**config.mk**
```make
export PLATFORM = sky130hd
export DESIGN_NAME = nbpr_host
export DESIGN_NICKNAME = d
export VERILOG_FILES = /design/src/hw/nbpr_pkg.sv /design/src/hw/nbpr_host.sv /design/src/hw/nbpr_fifo.sv
export SDC_FILE = /design/constraint.sdc
export NUM_CORES = 1
export LEC_CHECK = 0
export BUFFER_PORTS_ARGS = -buffer_cell sky130_fd_sc_hd__buf_2
export CAP_MARGIN = 30
export CORE_ASPECT_RATIO = 0.9
export CORE_UTILIZATION = 50
export CTS_BUF_LIST = sky130_fd_sc_hd__clkbuf_4 sky130_fd_sc_hd__clkbuf_8
export CTS_CLUSTER_SIZE = 14
export DETAILED_ROUTE_END_ITERATION = 10
export PLACE_DENSITY = 0.77
export SLEW_MARGIN = 40
export SYNTH_ARGS = -nofsm -noshare
export SYNTH_HDL_FRONTEND = slang
export SYNTH_HIERARCHICAL = 1
export SYNTH_SLANG_ARGS = --single-unit
export TNS_END_PERCENT = 50
```
**constraint.sdc**
```tcl
create_clock -name sys_clk -period 3.6 [get_ports sys_clk]
set_input_delay 0.36 -clock sys_clk [delete_from_list [all_inputs] [get_ports sys_clk]]
set_output_delay 0.36 -clock sys_clk [all_outputs]
set_load 0.005 [all_outputs]
```
**src/hw/nbpr_pkg.sv**
```systemverilog
// Purpose: Shared constants for the NAND page read host controller
// Assumes: 250 MHz sys_clk, 4 ns period
// Notes:   Times are in ns; cycle counts are derived from them
package nbpr_pkg;
  localparam int unsigned CLK_PERIOD_NS = 4;
  localparam int unsigned SYNC_STAGES   = 2;

  // Command bytes
  localparam logic [7:0] CMD_READ_SETUP   = 8'h00;
  localparam logic [7:0] CMD_READ_CONFIRM = 8'h30;
  localparam logic [7:0] CMD_JUMP_SETUP   = 8'h05;
  localparam logic [7:0] CMD_JUMP_CONFIRM = 8'he0;

  // Page geometry
  localparam int unsigned PAGE_BYTES      = 2112;
  localparam int unsigned PAGE_WORDS      = 1056;
  localparam int unsigned PAGES_PER_BLOCK = 64;

  // Column masks for the two bus widths
  localparam logic [11:0] COL_MASK_X8  = 12'hfff;
  localparam logic [11:0] COL_MASK_X16 = 12'h7ff;

  // Step positions of the last bus write in each sequence
  localparam logic [2:0] LAST_STEP_READ = 3'h5;
  localparam logic [2:0] LAST_STEP_JUMP = 3'h3;

  // Strobe timing
  localparam int unsigned T_WE_LOW_NS   = 12;
  localparam int unsigned T_WE_HIGH_NS  = 12;
  localparam int unsigned T_REA_NS      = 20;
  localparam int unsigned T_RE_HIGH_NS  = 12;
  localparam int unsigned T_WB_NS       = 100;
  localparam int unsigned T_CYCLE_EDO_NS = 30;

  localparam int unsigned WE_LOW_CYC  = (T_WE_LOW_NS + CLK_PERIOD_NS - 1) / CLK_PERIOD_NS;
  localparam int unsigned WE_HIGH_CYC = (T_WE_HIGH_NS + CLK_PERIOD_NS - 1) / CLK_PERIOD_NS;
  // Read strobe stays low until the synchronised data is settled
  localparam int unsigned RE_LOW_CYC  =
    (T_REA_NS + CLK_PERIOD_NS - 1) / CLK_PERIOD_NS + SYNC_STAGES;
  localparam int unsigned RE_HIGH_CYC = (T_RE_HIGH_NS + CLK_PERIOD_NS - 1) / CLK_PERIOD_NS;
  localparam int unsigned WB_CYC      = (T_WB_NS + CLK_PERIOD_NS - 1) / CLK_PERIOD_NS;
  localparam int unsigned READ_CYCLE_NS = (RE_LOW_CYC + RE_HIGH_CYC) * CLK_PERIOD_NS;

  localparam int unsigned FIFO_DEPTH = 8;
endpackage

```
**src/hw/nbpr_host.sv**
```systemverilog
// Purpose: Host controller driving a NAND flash for page reads
// Assumes: Pins from flash pass two flip-flops; read cycle of at least 30 ns
// Notes:   Read-only host: write protect is held active at all times
// Summary of operation
// - Data port is 8 or 16 lines
// - Command latch high marks a command byte
// - Address latch high marks an address byte
// - Four address cycles, column then row
// - Word-wide variant uses low byte only
// - Read is 00h, address, 30h, busy
// - Read out only after ready
// - Fast read cycles need extended output timing
// - Column jump is 05h, two columns, E0h
`timescale 1ns/1ps
module nbpr_host #(
  parameter int unsigned DATA_W     = 8,
  parameter int unsigned FIFO_DEPTH = nbpr_pkg::FIFO_DEPTH
) (
  input  wire logic              sys_clk,
  input  wire logic              reset,
  input  wire logic              cmd_valid,
  output logic                   cmd_ready,
  input  wire logic              cmd_jump,
  input  wire logic [11:0]       cmd_column,
  input  wire logic [15:0]       cmd_row,
  input  wire logic [10:0]       cmd_count,
  output logic                   out_valid,
  input  wire logic              out_ready,
  output logic      [DATA_W-1:0] out_data,
  output logic                   ctrl_busy,
  output logic                   flash_ce_n,
  output logic                   flash_cle,
  output logic                   flash_ale,
  output logic                   flash_we_n,
  output logic                   flash_re_n,
  output logic                   flash_wp_n,
  output logic                   whole_chip_protect,
  output logic      [DATA_W-1:0] shared_data_port_out,
  output logic                   shared_data_port_oe,
  input  wire logic [DATA_W-1:0] shared_data_port_in,
  input  wire logic              flash_busy_n
);
  initial
  begin
    if (DATA_W != 8 && DATA_W != 16)
      $error("nbpr_host: DATA_W must be 8 or 16");
    if (nbpr_pkg::READ_CYCLE_NS < nbpr_pkg::T_CYCLE_EDO_NS)
      $error("nbpr_host: read cycle too short for plain output timing");
    if (nbpr_pkg::WB_CYC > 255 || nbpr_pkg::RE_LOW_CYC > 255)
      $error("nbpr_host: timer too narrow");
  end

  typedef enum logic [2:0] {
    NBPR_IDLE    = 3'b000,
    NBPR_WR_LOW  = 3'b001,
    NBPR_WR_HIGH = 3'b010,
    NBPR_WAIT_WB = 3'b011,
    NBPR_WAIT_RB = 3'b100,
    NBPR_RD_LOW  = 3'b101,
    NBPR_RD_HIGH = 3'b110
  } nbpr_state_e;

  localparam logic [11:0] COL_MASK =
    (DATA_W == 8) ? nbpr_pkg::COL_MASK_X8 : nbpr_pkg::COL_MASK_X16;
  localparam logic [11:0] MAX_WORDS = (DATA_W == 8) ?
    12'(nbpr_pkg::PAGE_BYTES) : 12'(nbpr_pkg::PAGE_WORDS);

  nbpr_state_e      state;
  nbpr_state_e      next_state;
  logic [7:0]       timer;
  logic [7:0]       next_timer;
  logic [2:0]       step;
  logic [2:0]       next_step;
  logic [10:0]      words_left;
  logic [10:0]      next_words_left;
  logic [11:0]      col;
  logic [11:0]      next_col;
  logic [15:0]      row;
  logic [15:0]      next_row;
  logic             jump;
  logic             next_jump;
  logic             ce_n;
  logic             next_ce_n;
  logic             cle;
  logic             next_cle;
  logic             ale;
  logic             next_ale;
  logic             we_n;
  logic             next_we_n;
  logic             re_n;
  logic             next_re_n;
  logic [DATA_W-1:0] dq_out;
  logic [DATA_W-1:0] next_dq_out;
  logic             dq_oe;
  logic             next_dq_oe;
  logic             push;
  logic             busy_meta;
  logic             busy_sync_n;
  logic [DATA_W-1:0] dq_meta;
  logic [DATA_W-1:0] dq_sync;
  logic             fifo_in_ready;
  logic [2:0]       last_step;
  logic [7:0]       step_byte;
  logic             step_is_cmd;
  logic [2:0]       follow_step;

  // Two-stage synchronisers for pins; left unreset, the reset hold flushes them
  always_ff @(posedge sys_clk)
  begin
    busy_meta   <= flash_busy_n;
    busy_sync_n <= busy_meta;
    dq_meta     <= shared_data_port_in;
    dq_sync     <= dq_meta;
  end

  // Byte and latch kind of the bus write after the current one
  always_comb
  begin
    last_step   = jump ? nbpr_pkg::LAST_STEP_JUMP : nbpr_pkg::LAST_STEP_READ;
    follow_step = step + 3'h1;
    step_is_cmd = (follow_step == last_step);
    step_byte   = 8'h00;
    case (follow_step)
      3'h1: step_byte = col[7:0];
      3'h2: step_byte = {4'h0, col[11:8]};
      3'h3: step_byte = jump ? nbpr_pkg::CMD_JUMP_CONFIRM : row[7:0];
      3'h4: step_byte = row[15:8];
      3'h5: step_byte = nbpr_pkg::CMD_READ_CONFIRM;
      default: step_byte = 8'h00;
    endcase
  end

  always_comb
  begin
    next_state      = state;
    next_timer      = (timer != 8'h00) ? timer - 8'h01 : 8'h00;
    next_step       = step;
    next_words_left = words_left;
    next_col        = col;
    next_row        = row;
    next_jump       = jump;
    next_ce_n       = ce_n;
    next_cle        = cle;
    next_ale        = ale;
    next_we_n       = we_n;
    next_re_n       = re_n;
    next_dq_out     = dq_out;
    next_dq_oe      = dq_oe;
    case (state)
      NBPR_IDLE:
      begin
        next_ce_n = 1'b1;
        if (cmd_valid)
        begin
          next_jump       = cmd_jump;
          next_col        = cmd_column & COL_MASK;
          next_row        = cmd_row;
          // Count port tops out at 2047, so a full byte-wide page takes two commands
          next_words_left = ({1'b0, cmd_count} > MAX_WORDS) ? MAX_WORDS[10:0] : cmd_count;
          next_step       = 3'h0;
          next_ce_n       = 1'b0;
          next_state      = NBPR_WR_LOW;
          next_timer      = 8'(nbpr_pkg::WE_LOW_CYC - 1);
          next_we_n       = 1'b0;
          next_dq_oe      = 1'b1;
          next_cle        = 1'b1;
          next_ale        = 1'b0;
          next_dq_out     = DATA_W'(cmd_jump ? nbpr_pkg::CMD_JUMP_SETUP
                                             : nbpr_pkg::CMD_READ_SETUP);
        end
      end
      NBPR_WR_LOW:
      begin
        if (timer == 8'h00)
        begin
          // Rising edge latches the byte; data and latches stay put
          next_we_n  = 1'b1;
          next_timer = 8'(nbpr_pkg::WE_HIGH_CYC - 1);
          next_state = NBPR_WR_HIGH;
        end
      end
      NBPR_WR_HIGH:
      begin
        if (timer == 8'h00)
        begin
          if (step == last_step)
          begin
            next_cle   = 1'b0;
            next_ale   = 1'b0;
            next_dq_oe = 1'b0;
            next_timer = 8'(nbpr_pkg::WB_CYC - 1);
            next_state = NBPR_WAIT_WB;
          end
          else
          begin
            next_step   = follow_step;
            next_we_n   = 1'b0;
            next_cle    = step_is_cmd;
            next_ale    = !step_is_cmd;
            next_dq_out = DATA_W'(step_byte);
            next_timer  = 8'(nbpr_pkg::WE_LOW_CYC - 1);
            next_state  = NBPR_WR_LOW;
          end
        end
      end
      NBPR_WAIT_WB:
      begin
        // Busy pin needs time to fall after the confirm byte
        if (timer == 8'h00)
        begin
          if (jump)
            next_state = NBPR_RD_HIGH;
          else
          begin
            next_ce_n  = 1'b1;
            next_state = NBPR_WAIT_RB;
          end
        end
      end
      NBPR_WAIT_RB:
      begin
        if (busy_sync_n)
        begin
          next_ce_n  = 1'b0;
          next_timer = 8'(nbpr_pkg::RE_HIGH_CYC - 1);
          next_state = NBPR_RD_HIGH;
        end
      end
      NBPR_RD_HIGH:
      begin
        if (timer == 8'h00)
        begin
          if (words_left == 11'h000)
            next_state = NBPR_IDLE;
          else if (fifo_in_ready)
          begin
            // Strobe only with room saved for the word
            next_re_n  = 1'b0;
            next_timer = 8'(nbpr_pkg::RE_LOW_CYC - 1);
            next_state = NBPR_RD_LOW;
          end
        end
      end
      NBPR_RD_LOW:
      begin
        if (timer == 8'h00)
        begin
          next_re_n       = 1'b1;
          next_words_left = words_left - 11'h001;
          next_timer      = 8'(nbpr_pkg::RE_HIGH_CYC - 1);
          next_state      = NBPR_RD_HIGH;
        end
      end
      default:
        next_state = NBPR_IDLE;
    endcase
  end

  always_ff @(posedge sys_clk)
  begin
    if (reset)
    begin
      state      <= NBPR_IDLE;
      timer      <= 8'h00;
      step       <= 3'h0;
      words_left <= 11'h000;
      col        <= 12'h000;
      row        <= 16'h0000;
      jump       <= 1'b0;
      ce_n       <= 1'b1;
      cle        <= 1'b0;
      ale        <= 1'b0;
      we_n       <= 1'b1;
      re_n       <= 1'b1;
      dq_out     <= '0;
      dq_oe      <= 1'b0;
    end
    else
    begin
      state      <= next_state;
      timer      <= next_timer;
      step       <= next_step;
      words_left <= next_words_left;
      col        <= next_col;
      row        <= next_row;
      jump       <= next_jump;
      ce_n       <= next_ce_n;
      cle        <= next_cle;
      ale        <= next_ale;
      we_n       <= next_we_n;
      re_n       <= next_re_n;
      dq_out     <= next_dq_out;
      dq_oe      <= next_dq_oe;
    end
  end

  nbpr_fifo #(
    .WIDTH (DATA_W),
    .DEPTH (FIFO_DEPTH)
  ) u_fifo (
    .sys_clk   (sys_clk),
    .reset     (reset),
    .in_valid  (push),
    .in_ready  (fifo_in_ready),
    .in_data   (dq_sync),
    .out_valid (out_valid),
    .out_ready (out_ready),
    .out_data  (out_data)
  );

  assign cmd_ready            = (state == NBPR_IDLE);
  assign ctrl_busy            = (state != NBPR_IDLE);
  assign push                 = (state == NBPR_RD_LOW) && (timer == 8'h00);
  assign flash_ce_n           = ce_n;
  assign flash_cle            = cle;
  assign flash_ale            = ale;
  assign flash_we_n           = we_n;
  assign flash_re_n           = re_n;
  // Read-only host never unlocks program or erase
  assign flash_wp_n           = 1'b0;
  assign whole_chip_protect   = 1'b0;
  assign shared_data_port_out = dq_out;
  assign shared_data_port_oe  = dq_oe;
endmodule

```
**src/hw/nbpr_fifo.sv**
```systemverilog
// Purpose: Small synchronous FIFO between flash reads and the user
// Assumes: One clock, synchronous active-high reset
// Notes:   DEPTH must be a power of two
`timescale 1ns/1ps
module nbpr_fifo #(
  parameter int unsigned WIDTH = 8,
  parameter int unsigned DEPTH = 8
) (
  input  wire logic             sys_clk,
  input  wire logic             reset,
  input  wire logic             in_valid,
  output logic                  in_ready,
  input  wire logic [WIDTH-1:0] in_data,
  output logic                  out_valid,
  input  wire logic             out_ready,
  output logic      [WIDTH-1:0] out_data
);
  localparam int unsigned AW = $clog2(DEPTH);

  initial
  begin
    if (DEPTH < 2 || (DEPTH & (DEPTH - 1)) != 0)
      $error("nbpr_fifo: DEPTH must be a power of two of at least 2");
  end

  logic [WIDTH-1:0] mem [DEPTH];
  logic [AW-1:0]    wr_ptr;
  logic [AW-1:0]    rd_ptr;
  logic [AW:0]      fill;
  logic [AW-1:0]    next_wr_ptr;
  logic [AW-1:0]    next_rd_ptr;
  logic [AW:0]      next_fill;
  logic             do_wr;
  logic             do_rd;

  assign in_ready  = (fill != (AW+1)'(DEPTH));
  assign out_valid = (fill != '0);
  assign out_data  = mem[rd_ptr];

  always_comb
  begin
    do_wr       = in_valid && in_ready;
    do_rd       = out_valid && out_ready;
    next_wr_ptr = do_wr ? wr_ptr + 1'b1 : wr_ptr;
    next_rd_ptr = do_rd ? rd_ptr + 1'b1 : rd_ptr;
    next_fill   = fill;
    if (do_wr && !do_rd)
      next_fill = fill + 1'b1;
    else if (do_rd && !do_wr)
      next_fill = fill - 1'b1;
  end

  always_ff @(posedge sys_clk)
  begin
    if (reset)
    begin
      wr_ptr <= '0;
      rd_ptr <= '0;
      fill   <= '0;
    end
    else
    begin
      wr_ptr <= next_wr_ptr;
      rd_ptr <= next_rd_ptr;
      fill   <= next_fill;
    end
  end

  // Storage needs no reset; empty flag hides stale words
  always_ff @(posedge sys_clk)
  begin
    if (do_wr)
      mem[wr_ptr] <= in_data;
  end
endmodule

```
* Yosys cells after proc, flatten, opt, wreduce, memory -nomap -nowiden *
Memory sizes are Yosys's and may differ from the RTL's. A register that Yosys moved wholly into a read port is not among the register bits.
Index checks and enable logic that the tools add are counted.

operators by class
  multiply operators = 0
  div/mod/pow operators = 0
  eq/ne operators = 27
  reductions and logical operators = 30
  shift-type cells = 0
  bitwise logic cells = 0
  muxes and demuxes = 68
  magnitude comparators = 1
  add/sub/neg operators = 7

operators by type and width
  cell                                                                     count
  8-bit two-way mux                                                        12
  8-bit case mux with 5 select lines                                       2
  3-bit two-way mux                                                        16
  11-bit two-way mux                                                       3
  11-bit case mux with 2 select lines                                      1
  3-bit case mux with 7 select lines                                       1
  1-bit two-way mux                                                        20
  2-bit inequality test (second input constant)                            10
  8-bit case mux with 2 select lines                                       1
  3-bit == test (second input constant)                                    5
  3-bit by 2-bit == test with 1-bit output (second input constant)         4
  11-bit by 12-bit > comparator with 1-bit output (second input constant)  1
  4-bit AND reduction                                                      3
  11-bit logical NOT                                                       1
  11-bit by 1-bit subtractor with 11-bit output (second input constant)    1
  5-bit AND reduction                                                      2
  3-bit by 1-bit adder with 3-bit output (second input constant)           3
  3-bit nonzero test                                                       3
  8-bit logical NOT                                                        1
  4-bit two-way mux                                                        2
  1-bit case mux with 2 select lines                                       4
  8-bit AND reduction                                                      1
  2-bit nonzero test                                                       4
  8-bit nonzero test                                                       1
  other kinds (19)                                                         31

storage, ports and cells
  input port bits = 53
  memory bits (writable) = 64
  register bits = 96
  output and inout bits = 27
  latch bits = 0
  bits in read-only memories = 0
  memories kept = 1
  word-level logic and storage cells = 155

memory list
  memory      depth  width  rd ports  clocked after Yosys merged registers in  write ports  RTL line         source
  u_fifo.mem  8      8      1         1                                        1            nbpr_fifo.sv:26  logic [WIDTH-1:0] mem [DEPTH];

* Depth between registers and ports, before layout *
Gate-level depths: netlist (run 1).

  depth after elaboration = 7
  gate-level depth with buffers = 14
  depth with buffers taken out = 13

* Cells and area by module *
Netlist (run 1), hierarchy kept.

by module, submodules not included
  module     area an instance (sq um)  sequential area each (sq um)  instances  cells each
  nbpr_host  3,807.4                   1,721.7                       1          456
  nbpr_fifo  3,116.7                   2,182.1                       1          166

* Least setup slack after synthesis (run 1) *
OpenSTA, ideal clock, no wires.

  kind = register to register
  from = reg timer[0]
  to = reg u_fifo.fill[3]
  stages on the path, launching flop included = 15
  clock period less this slack = 2,752 ps
  arrival = 2,631 ps
  data required time = 3,479 ps
  path buffers = 1
  path slack = 848 ps
  setup time = 121 ps
  cells stage by stage = dfxtp_1 > inv_1 > ha_1 > nor3b_1 > and3_1 > buf_2 > nand2_2 > inv_1 > ha_1 > inv_1 > ha_1 > a21oi_1 > a211oi_1 > a31oi_1 > mux2_2

on the way
  word-level cells in the longest chain between the ends = 6
  elaborated cells between the ends (all ways) = 8
  classes of those cells = mux (1); reduce/logical (7)

RTL lines
  what                          RTL line          source
  from (decl)                   nbpr_host.sv:70   logic [7:0] timer;
  from (signal assigned)        nbpr_host.sv:281  timer <= next_timer;
  8-bit logical NOT *           nbpr_host.sv:313  assign push = (state == NBPR_RD_LOW) && (timer == 8'h00);
  1-bit logical AND *           nbpr_host.sv:313
  named net push                nbpr_host.sv:96   logic push;
  1-bit logical AND *           nbpr_fifo.sv:42   do_wr = in_valid && in_ready;
  named net u_fifo.do_wr        nbpr_fifo.sv:33   logic do_wr;
  1-bit logical NOT             nbpr_fifo.sv:49   else if (do_rd && !do_wr)
  1-bit logical AND             nbpr_fifo.sv:49
  2-bit nonzero test (no line)  -
  to (signal assigned)          nbpr_fifo.sv:65   fill <= next_fill;
  to (decl)                     nbpr_fifo.sv:29   logic [AW:0] fill;

Mark *: on every way through the listed nets, which the timed path passes. The rest lies on a longest branch.
A chain may end at the register's enable or synchronous reset.

* Final worst setup path (run 1) *
  from = reg state[2]
  to = reg u_fifo.fill[3]

on the way
  word-level cells in the longest chain between the ends = 6
  elaborated cells between the ends (all ways) = 8
  classes of those cells = eq/ne (1); mux (1); reduce/logical (6)

RTL lines
  what                          RTL line          source
  from (decl)                   nbpr_host.sv:68   nbpr_state_e state;
  from (signal assigned)        nbpr_host.sv:280  state <= next_state;
  3-bit == test *               nbpr_host.sv:313
  1-bit logical AND *           nbpr_host.sv:313
  1-bit logical AND *           nbpr_fifo.sv:42
  named net u_fifo.do_wr        nbpr_fifo.sv:33
  1-bit logical NOT             nbpr_fifo.sv:49
  1-bit logical AND             nbpr_fifo.sv:49
  2-bit nonzero test (no line)  -

Marks and branches as above.

==> impl_metrics.env, run 1 <==
export IMPL_worstMarginPinSlew_ns=0.785
export IMPL_diodes=0
export IMPL_finClkSkew_ns=0.00804
export IMPL_antenna_found_initial=0
export IMPL_cts_tree="built"
export IMPL_max_stage_delay_ns=0.66
export IMPL_reg2regPathDepth=11
export IMPL_whs_ns=0.140
export IMPL_run_status="finished, final reports clean"
export IMPL_numCtsBuffers=17
export IMPL_stdcell_area_um2=7900
export IMPL_post_cts_resized=0
export IMPL_clock_latency_ns=0.44
export IMPL_yosysUniqueCellTypes=69
export IMPL_fp_dieArea_um2=14300
export IMPL_async_flop_share=0
export IMPL_pin_count=80
export IMPL_critPathKind="reg -> reg"
export IMPL_routed_wirelength_um=14600
export IMPL_die_y_um=114
export IMPL_dpl_worst_slack_ns=0.516
export IMPL_grtUsageTotal=0.209
export IMPL_nets=765
export IMPL_synth_seq_area_share=0.564
export IMPL_post_route_util=0.589
export IMPL_grt_start_max_net_pins=56
export IMPL_final_common_cell="dfxtp_1"
export IMPL_detail_route_antenna_nets=0
export IMPL_synth_edff_count=64
export IMPL_synth_seq_cells=163
export IMPL_via_count=4966
export IMPL_finalCritPeriodShare=0.860
export IMPL_syn_area_um2=6920
export IMPL_p_leak_nw=2.93
export IMPL_max_slew_margin_rel=0.469
export IMPL_drc=0
export IMPL_place_gp_congestion=0.842
export IMPL_critical_path_arrival_ns=3.44
export IMPL_core_area_um2=13400
export IMPL_final_max_slew_viol_count=0
export IMPL_clock_path_buffers=2
export IMPL_start_util=0.516
export IMPL_fin_crit_ns=3.10
export IMPL_wl_per_cell_um=16.5
export IMPL_max_freq_mhz=323
export IMPL_worstHoldStart="cmd_row[5]"
export IMPL_rrSetupSlack_ns=0.50
export IMPL_path_max_fanout=16
export IMPL_grt_first_pass_wirelength_um=23200
export IMPL_whs_path_depth=3
export IMPL_cp_start_kind="flop"
export IMPL_worstReg2RegEnd="u_fifo/fill[3]"
export IMPL_peakVddDrop_mv=0.615
export IMPL_synth_cells=622
export IMPL_finalSetupViolations=0
export IMPL_drt_initial_drc_count=376
export IMPL_clock_sinks=163
export IMPL_clkTransAtPathRegs_ns=0.08
export IMPL_holdPathEnd="row[5]"
export IMPL_r2r_start="state[2]"
export IMPL_layout_drive_gt1_share=0.212
export IMPL_hold_viol_final=0
export IMPL_area_growth_syn_to_layout_pct=14.1
export IMPL_avgSynthCellArea_um2=11.1
export IMPL_ys_warn_count=6
export IMPL_drt_first_pass_iters=5
export IMPL_synth_main_ff_cell="dfxtp_1"
export IMPL_cp_data_required_time_ns=3.94
export IMPL_port_buffers=77
export IMPL_gr_total_overflow=0
export IMPL_finalSetupTns_ns=0
export IMPL_cp_slowest_cell="dfxtp_1"
export IMPL_max_cap_violations=0
export IMPL_vias_per_cell=5.64
export IMPL_first_global_vias=4736
export IMPL_htreeDepth=4
export IMPL_grt_setup_unrepaired="false"
export IMPL_hold_path_class="in -> reg"
export IMPL_p_per_area_nw_per_um2=634
export IMPL_setup_slack_ns=0.503
export IMPL_die_width_um=126
export IMPL_cts_setup_buffers=0
export IMPL_crit_chain="and3b_1, and3_1, nand2_2, inv_1, ha_1, inv_1, ha_1, a21oi_1, a211oi_1, a31oi_1, mux2_2"
export IMPL_placed_cell_area_um2=7410
export IMPL_rows=40
export IMPL_cts_root_buf="clkbuf_8"
export IMPL_place_detailed_hpwl_um=9860
export IMPL_endpoint_kind="flop"
export IMPL_mostFrequentLayoutCells="dfxtp_1, nand2_1, buf_2"
-- flip-flops by register name, summed over array words and instances (netlist names), 4 cells and up, named ones only --
signal,cells
u_fifo/mem,64
dq_sync,8
col,12
shared_data_port_out,8
dq_meta,8
u_fifo/fill,4
words_left,11
timer,8
row,16
-- worst max-delay path, delay by kind of cell (launching register included) --
kind                       cells  cell delay, ns
and+or+nand+nor                3            0.82
DFF                            1            0.66
AOI/OAI and AO/OA              3            0.50
adders and majority gates      2            0.49
muxes                          1            0.35
buffers and inverters          2            0.18
-- synth_stat cells, types with 12 or more instances --
| library cell | number | area, µm² |
|---|---|---|
| dfxtp_1 | 99 | 1980 |
| nand2_1 | 91 | 342 |
| edfxtp_1 | 64 | 1920 |
| a21oi_1 | 57 | 285 |
| nor2_1 | 40 | 150 |
| clkbuf_1 | 24 | 90.1 |
| o21ai_0 | 19 | 95.1 |
| inv_1 | 17 | 63.8 |
| mux4_1 | 16 | 420 |
| nand3_1 | 16 | 80.1 |
| nor3_1 | 16 | 80.1 |
| ha_1 | 12 | 150 |
-- layout make-up --
class	instances	area (µm²)
inverter	17	63.8
tap	168	210
clock inverter	15	159
multi-input combinational	403	2770
sequential	163	3910
clock buffer	17	234
fill	1128	5520
timing repair buffer	97	561
-- routing by layer --
metal	global-route usage	part of all wire	up-vias
met4	0.0811	0.014	0
li1	-	-	2420
met3	0.0446	0.045	18
met2	0.361	0.51	130
met1	0.256	0.43	2398
met5	0	0	-
-- worst max path at each step --
| stage | start | to | slack [ns] | depth (start not counted) |
|---|---|---|---|---|
| CTS | state[2] | u_fifo/fill[3] | 0.52 | 11 |
| detailed placement | state[2] | u_fifo/fill[3] | 0.52 | 11 |
| finish | state[2] | u_fifo/fill[3] | 0.50 | 11 |
| global placement | state[2] | u_fifo/fill[3] | 0.69 | 11 |
| floorplan | timer[0] | u_fifo/fill[3] | 0.85 | 14 |
| global route | state[2] | u_fifo/fill[3] | 0.30 | 11 |
-- power breakdown --
group	internal (mW)	switching, mW
logic	0.576	0.812
registers	2.10	0.222
clock network	0.620	0.677
-- stage by stage --
stage,instances,power (mW)
after floorplan,623,3.37
after global placement,839,3.67
after detailed placement,839,3.73
after CTS,879,5.03
after global routing,880,5.29
final,880,5.01
-- cells by family (layout without fill, tap and decap cells) --
group	Yosys count	count (layout)	share of synthesized area
other	1	2	0.000542
AND/OR/NAND/NOR	208	208	0.147
AO/OA/AOI/OAI	138	138	0.127
XOR/XNOR	12	12	0.0163
multiplexers	30	30	0.0829
adder cells (fa/ha/maj)	13	13	0.0246
buffers and inverters	57	146	0.0378
flip-flops	163	163	0.564
-- repair_timing --
item	in CTS	in global routing
hold buffers	8	1
setup endpoints to repair	0	0
hold endpoints to repair	8	1
(Power assumes the default switching activity.)
==> run 2, diff against run 1 <==
- REMOVE_ABC_BUFFERS: default -> 1
==> run 2 against run 1 <==
  * Sequential share of layout area fell by 0.79 points
  * Via count rose by 0.95%
  * Clock power rose by 25%
  * Design area rose by 1.6%
  * Combinational power is essentially flat
  * Die area did not move
  * Global-route usage increased by 0.31 points
  * Worst setup slack better by 0.011 ns
  * Critical path depth unchanged
==> impl_metrics.env, run 2 (same netlist as run 1, synthesis figures left out) <==
export IMPL_p_leak_nw=3.01
export IMPL_top_layer_used="met4"
export IMPL_placed_cell_area_um2=7420
export IMPL_numCtsBuffers=17
export IMPL_p_int_mw=3.65
export IMPL_r2r_start="state[2]"
export IMPL_final_max_slew_viol_count=0
export IMPL_wl_met2_um=7140
export IMPL_max_stage_delay_ns=0.68
export IMPL_gr_total_overflow=0
export IMPL_grt_start_max_net_pins=43
export IMPL_cts_root_buf="clkbuf_8"
export IMPL_place_detailed_hpwl_um=9740
export IMPL_clock_sinks=163
export IMPL_worstReg2RegEnd="u_fifo/fill[3]"
export IMPL_crit_chain="and3b_1, and3_1, nand2_2, inv_1, ha_1, inv_1, ha_1, a21oi_1, a211oi_1, a31oi_1, mux2_2"
export IMPL_port_buffers=77
export IMPL_finalSetupTns_ns=0
export IMPL_power_switching_mw=1.67
export IMPL_dp_cells=841
export IMPL_power_share_clock=0.305
export IMPL_largest_register="u_fifo/mem"
export IMPL_reg2regPathDepth=11
export IMPL_nets=767
export IMPL_clock_path_buffers=2
export IMPL_place_gp_congestion=0.822
export IMPL_start_util=0.516
export IMPL_finClkSkew_ns=0.00825
export IMPL_antenna_found_initial=0
export IMPL_fp_dieArea_um2=14300
export IMPL_p_sw_frac=0.314
export IMPL_post_layout_nonfiller_instances=882
export IMPL_peakVddDrop_mv=0.600
export IMPL_htreeDepth=4
export IMPL_cp_data_required_time_ns=3.94
export IMPL_comb_power_share=0.259
export IMPL_worstMarginPinSlew_ns=0.729
export IMPL_run_status="finished, final reports clean"
export IMPL_max_cap_violations=0
export IMPL_layout_drive_gt1_share=0.218
export IMPL_die_width_um=126
export IMPL_stdcell_area_um2=8030
export IMPL_hold_path_class="in -> reg"
export IMPL_max_slew_margin_rel=0.514
export IMPL_whs_path_depth=3
export IMPL_clkTransAtPathRegs_ns=0.08
export IMPL_cp_start_kind="flop"
export IMPL_routed_wirelength_um=14300
export IMPL_cts_tree="built"
export IMPL_detail_route_antenna_nets=0
export IMPL_finalCritPeriodShare=0.857
export IMPL_pin_count=80
export IMPL_path_max_fanout=16
export IMPL_whs_ns=0.146
export IMPL_drt_initial_drc_count=365
export IMPL_holdPathEnd="row[0]"
export IMPL_grt_first_pass_wirelength_um=23700
export IMPL_via_count=5013
export IMPL_worstHoldStart="cmd_row[0]"
export IMPL_critical_path_arrival_ns=3.43
export IMPL_rrSetupSlack_ns=0.51
export IMPL_grt_setup_unrepaired="false"
export IMPL_largest_reg_flops=64
export IMPL_mostFrequentLayoutCells="dfxtp_1, nand2_1, buf_2"
export IMPL_seqPwrFrac=0.436
export IMPL_power_mw=5.32
export IMPL_cp_slowest_cell="dfxtp_1"
export IMPL_drt_first_pass_iters=5
export IMPL_vias_per_cell=5.68
export IMPL_grtUsageTotal=0.212
export IMPL_critPathKind="reg -> reg"
export IMPL_final_common_cell="dfxtp_1"
export IMPL_drc=0
export IMPL_max_freq_mhz=324
export IMPL_finalSetupViolations=0
export IMPL_p_per_area_nw_per_um2=663
export IMPL_first_global_vias=4848
export IMPL_post_cts_resized=0
export IMPL_rows=40
export IMPL_clock_latency_ns=0.45
export IMPL_area_growth_syn_to_layout_pct=15.9
export IMPL_endpoint_kind="flop"
export IMPL_wl_met3_um=726
export IMPL_top_regs="u_fifo/mem: 64 flops, row: 16 flops, col: 12 flops"
export IMPL_fin_crit_ns=3.09
export IMPL_core_area_um2=13400
export IMPL_m1WireLength_um=6240
export IMPL_die_y_um=114
export IMPL_diodes=0
export IMPL_hold_viol_final=0
export IMPL_wl_per_cell_um=16.2
run 2: metrics by stage:
step           worst slack, ns   util
2_1_floorplan            0.811      -
4_1_cts                  0.571  0.597
6_report                 0.514  0.598
3_5_place_dp             0.574  0.553
3_3_place_gp             0.717  0.553
5_1_grt                  0.416  0.598
run 2: worst max-delay path, delay by kind of cell, from the launching register on:
kind | cells | cell delay (ns)
adders and majority gates | 2 | 0.50
DFF | 1 | 0.68
muxes | 1 | 0.34
AOI/OAI and AO/OA | 3 | 0.46
buffers and inverters | 2 | 0.19
and+or+nand+nor | 3 | 0.81
run 2: cell type report:
cell class	instances	area, µm²
timing repair buffer	99	573
tap	168	210
inverter	17	63.8
multi-input combinational	403	2780
sequential	163	3910
clock inverter	14	256
clock buffer	18	241
fill	1084	5390
run 2: power groups by stage:
stage / clock network [mW] / registers (mW) / logic (mW)
after floorplan: 0 / 2.30 / 0.978
after global placement: 0 / 2.34 / 1.31
after detailed placement: 0 / 2.36 / 1.36
after CTS: 1.65 / 2.32 / 1.37
after global routing: 1.74 / 2.35 / 1.55
final: 1.62 / 2.32 / 1.38
run 2: repair_timing:
action / in CTS / in global routing
endpoints found under the hold margin: 9 / 0
hold buffers: 9 / 0
setup buffers: 0 / 0
run 2: how the worst max path moves through the flow:
| stage | startpoint | end | slack, ns | depth (start not counted) |
|---|---|---|---|---|
| after floorplan | state[2] | u_fifo/fill[3] | 0.81 | 11 |
| after global placement | state[2] | u_fifo/fill[3] | 0.72 | 11 |
| after detailed placement | state[2] | u_fifo/fill[3] | 0.57 | 11 |
| after CTS | state[2] | u_fifo/fill[3] | 0.57 | 11 |
| after global routing | state[2] | u_fifo/fill[3] | 0.42 | 11 |
| final | state[2] | u_fifo/fill[3] | 0.51 | 11 |
run 2: layer usage:
metal,track usage,vias up
li1,-,2430
met5,0,-
met3,0.0460,13
met4,0.0779,0
met1,0.273,2403
met2,0.353,167
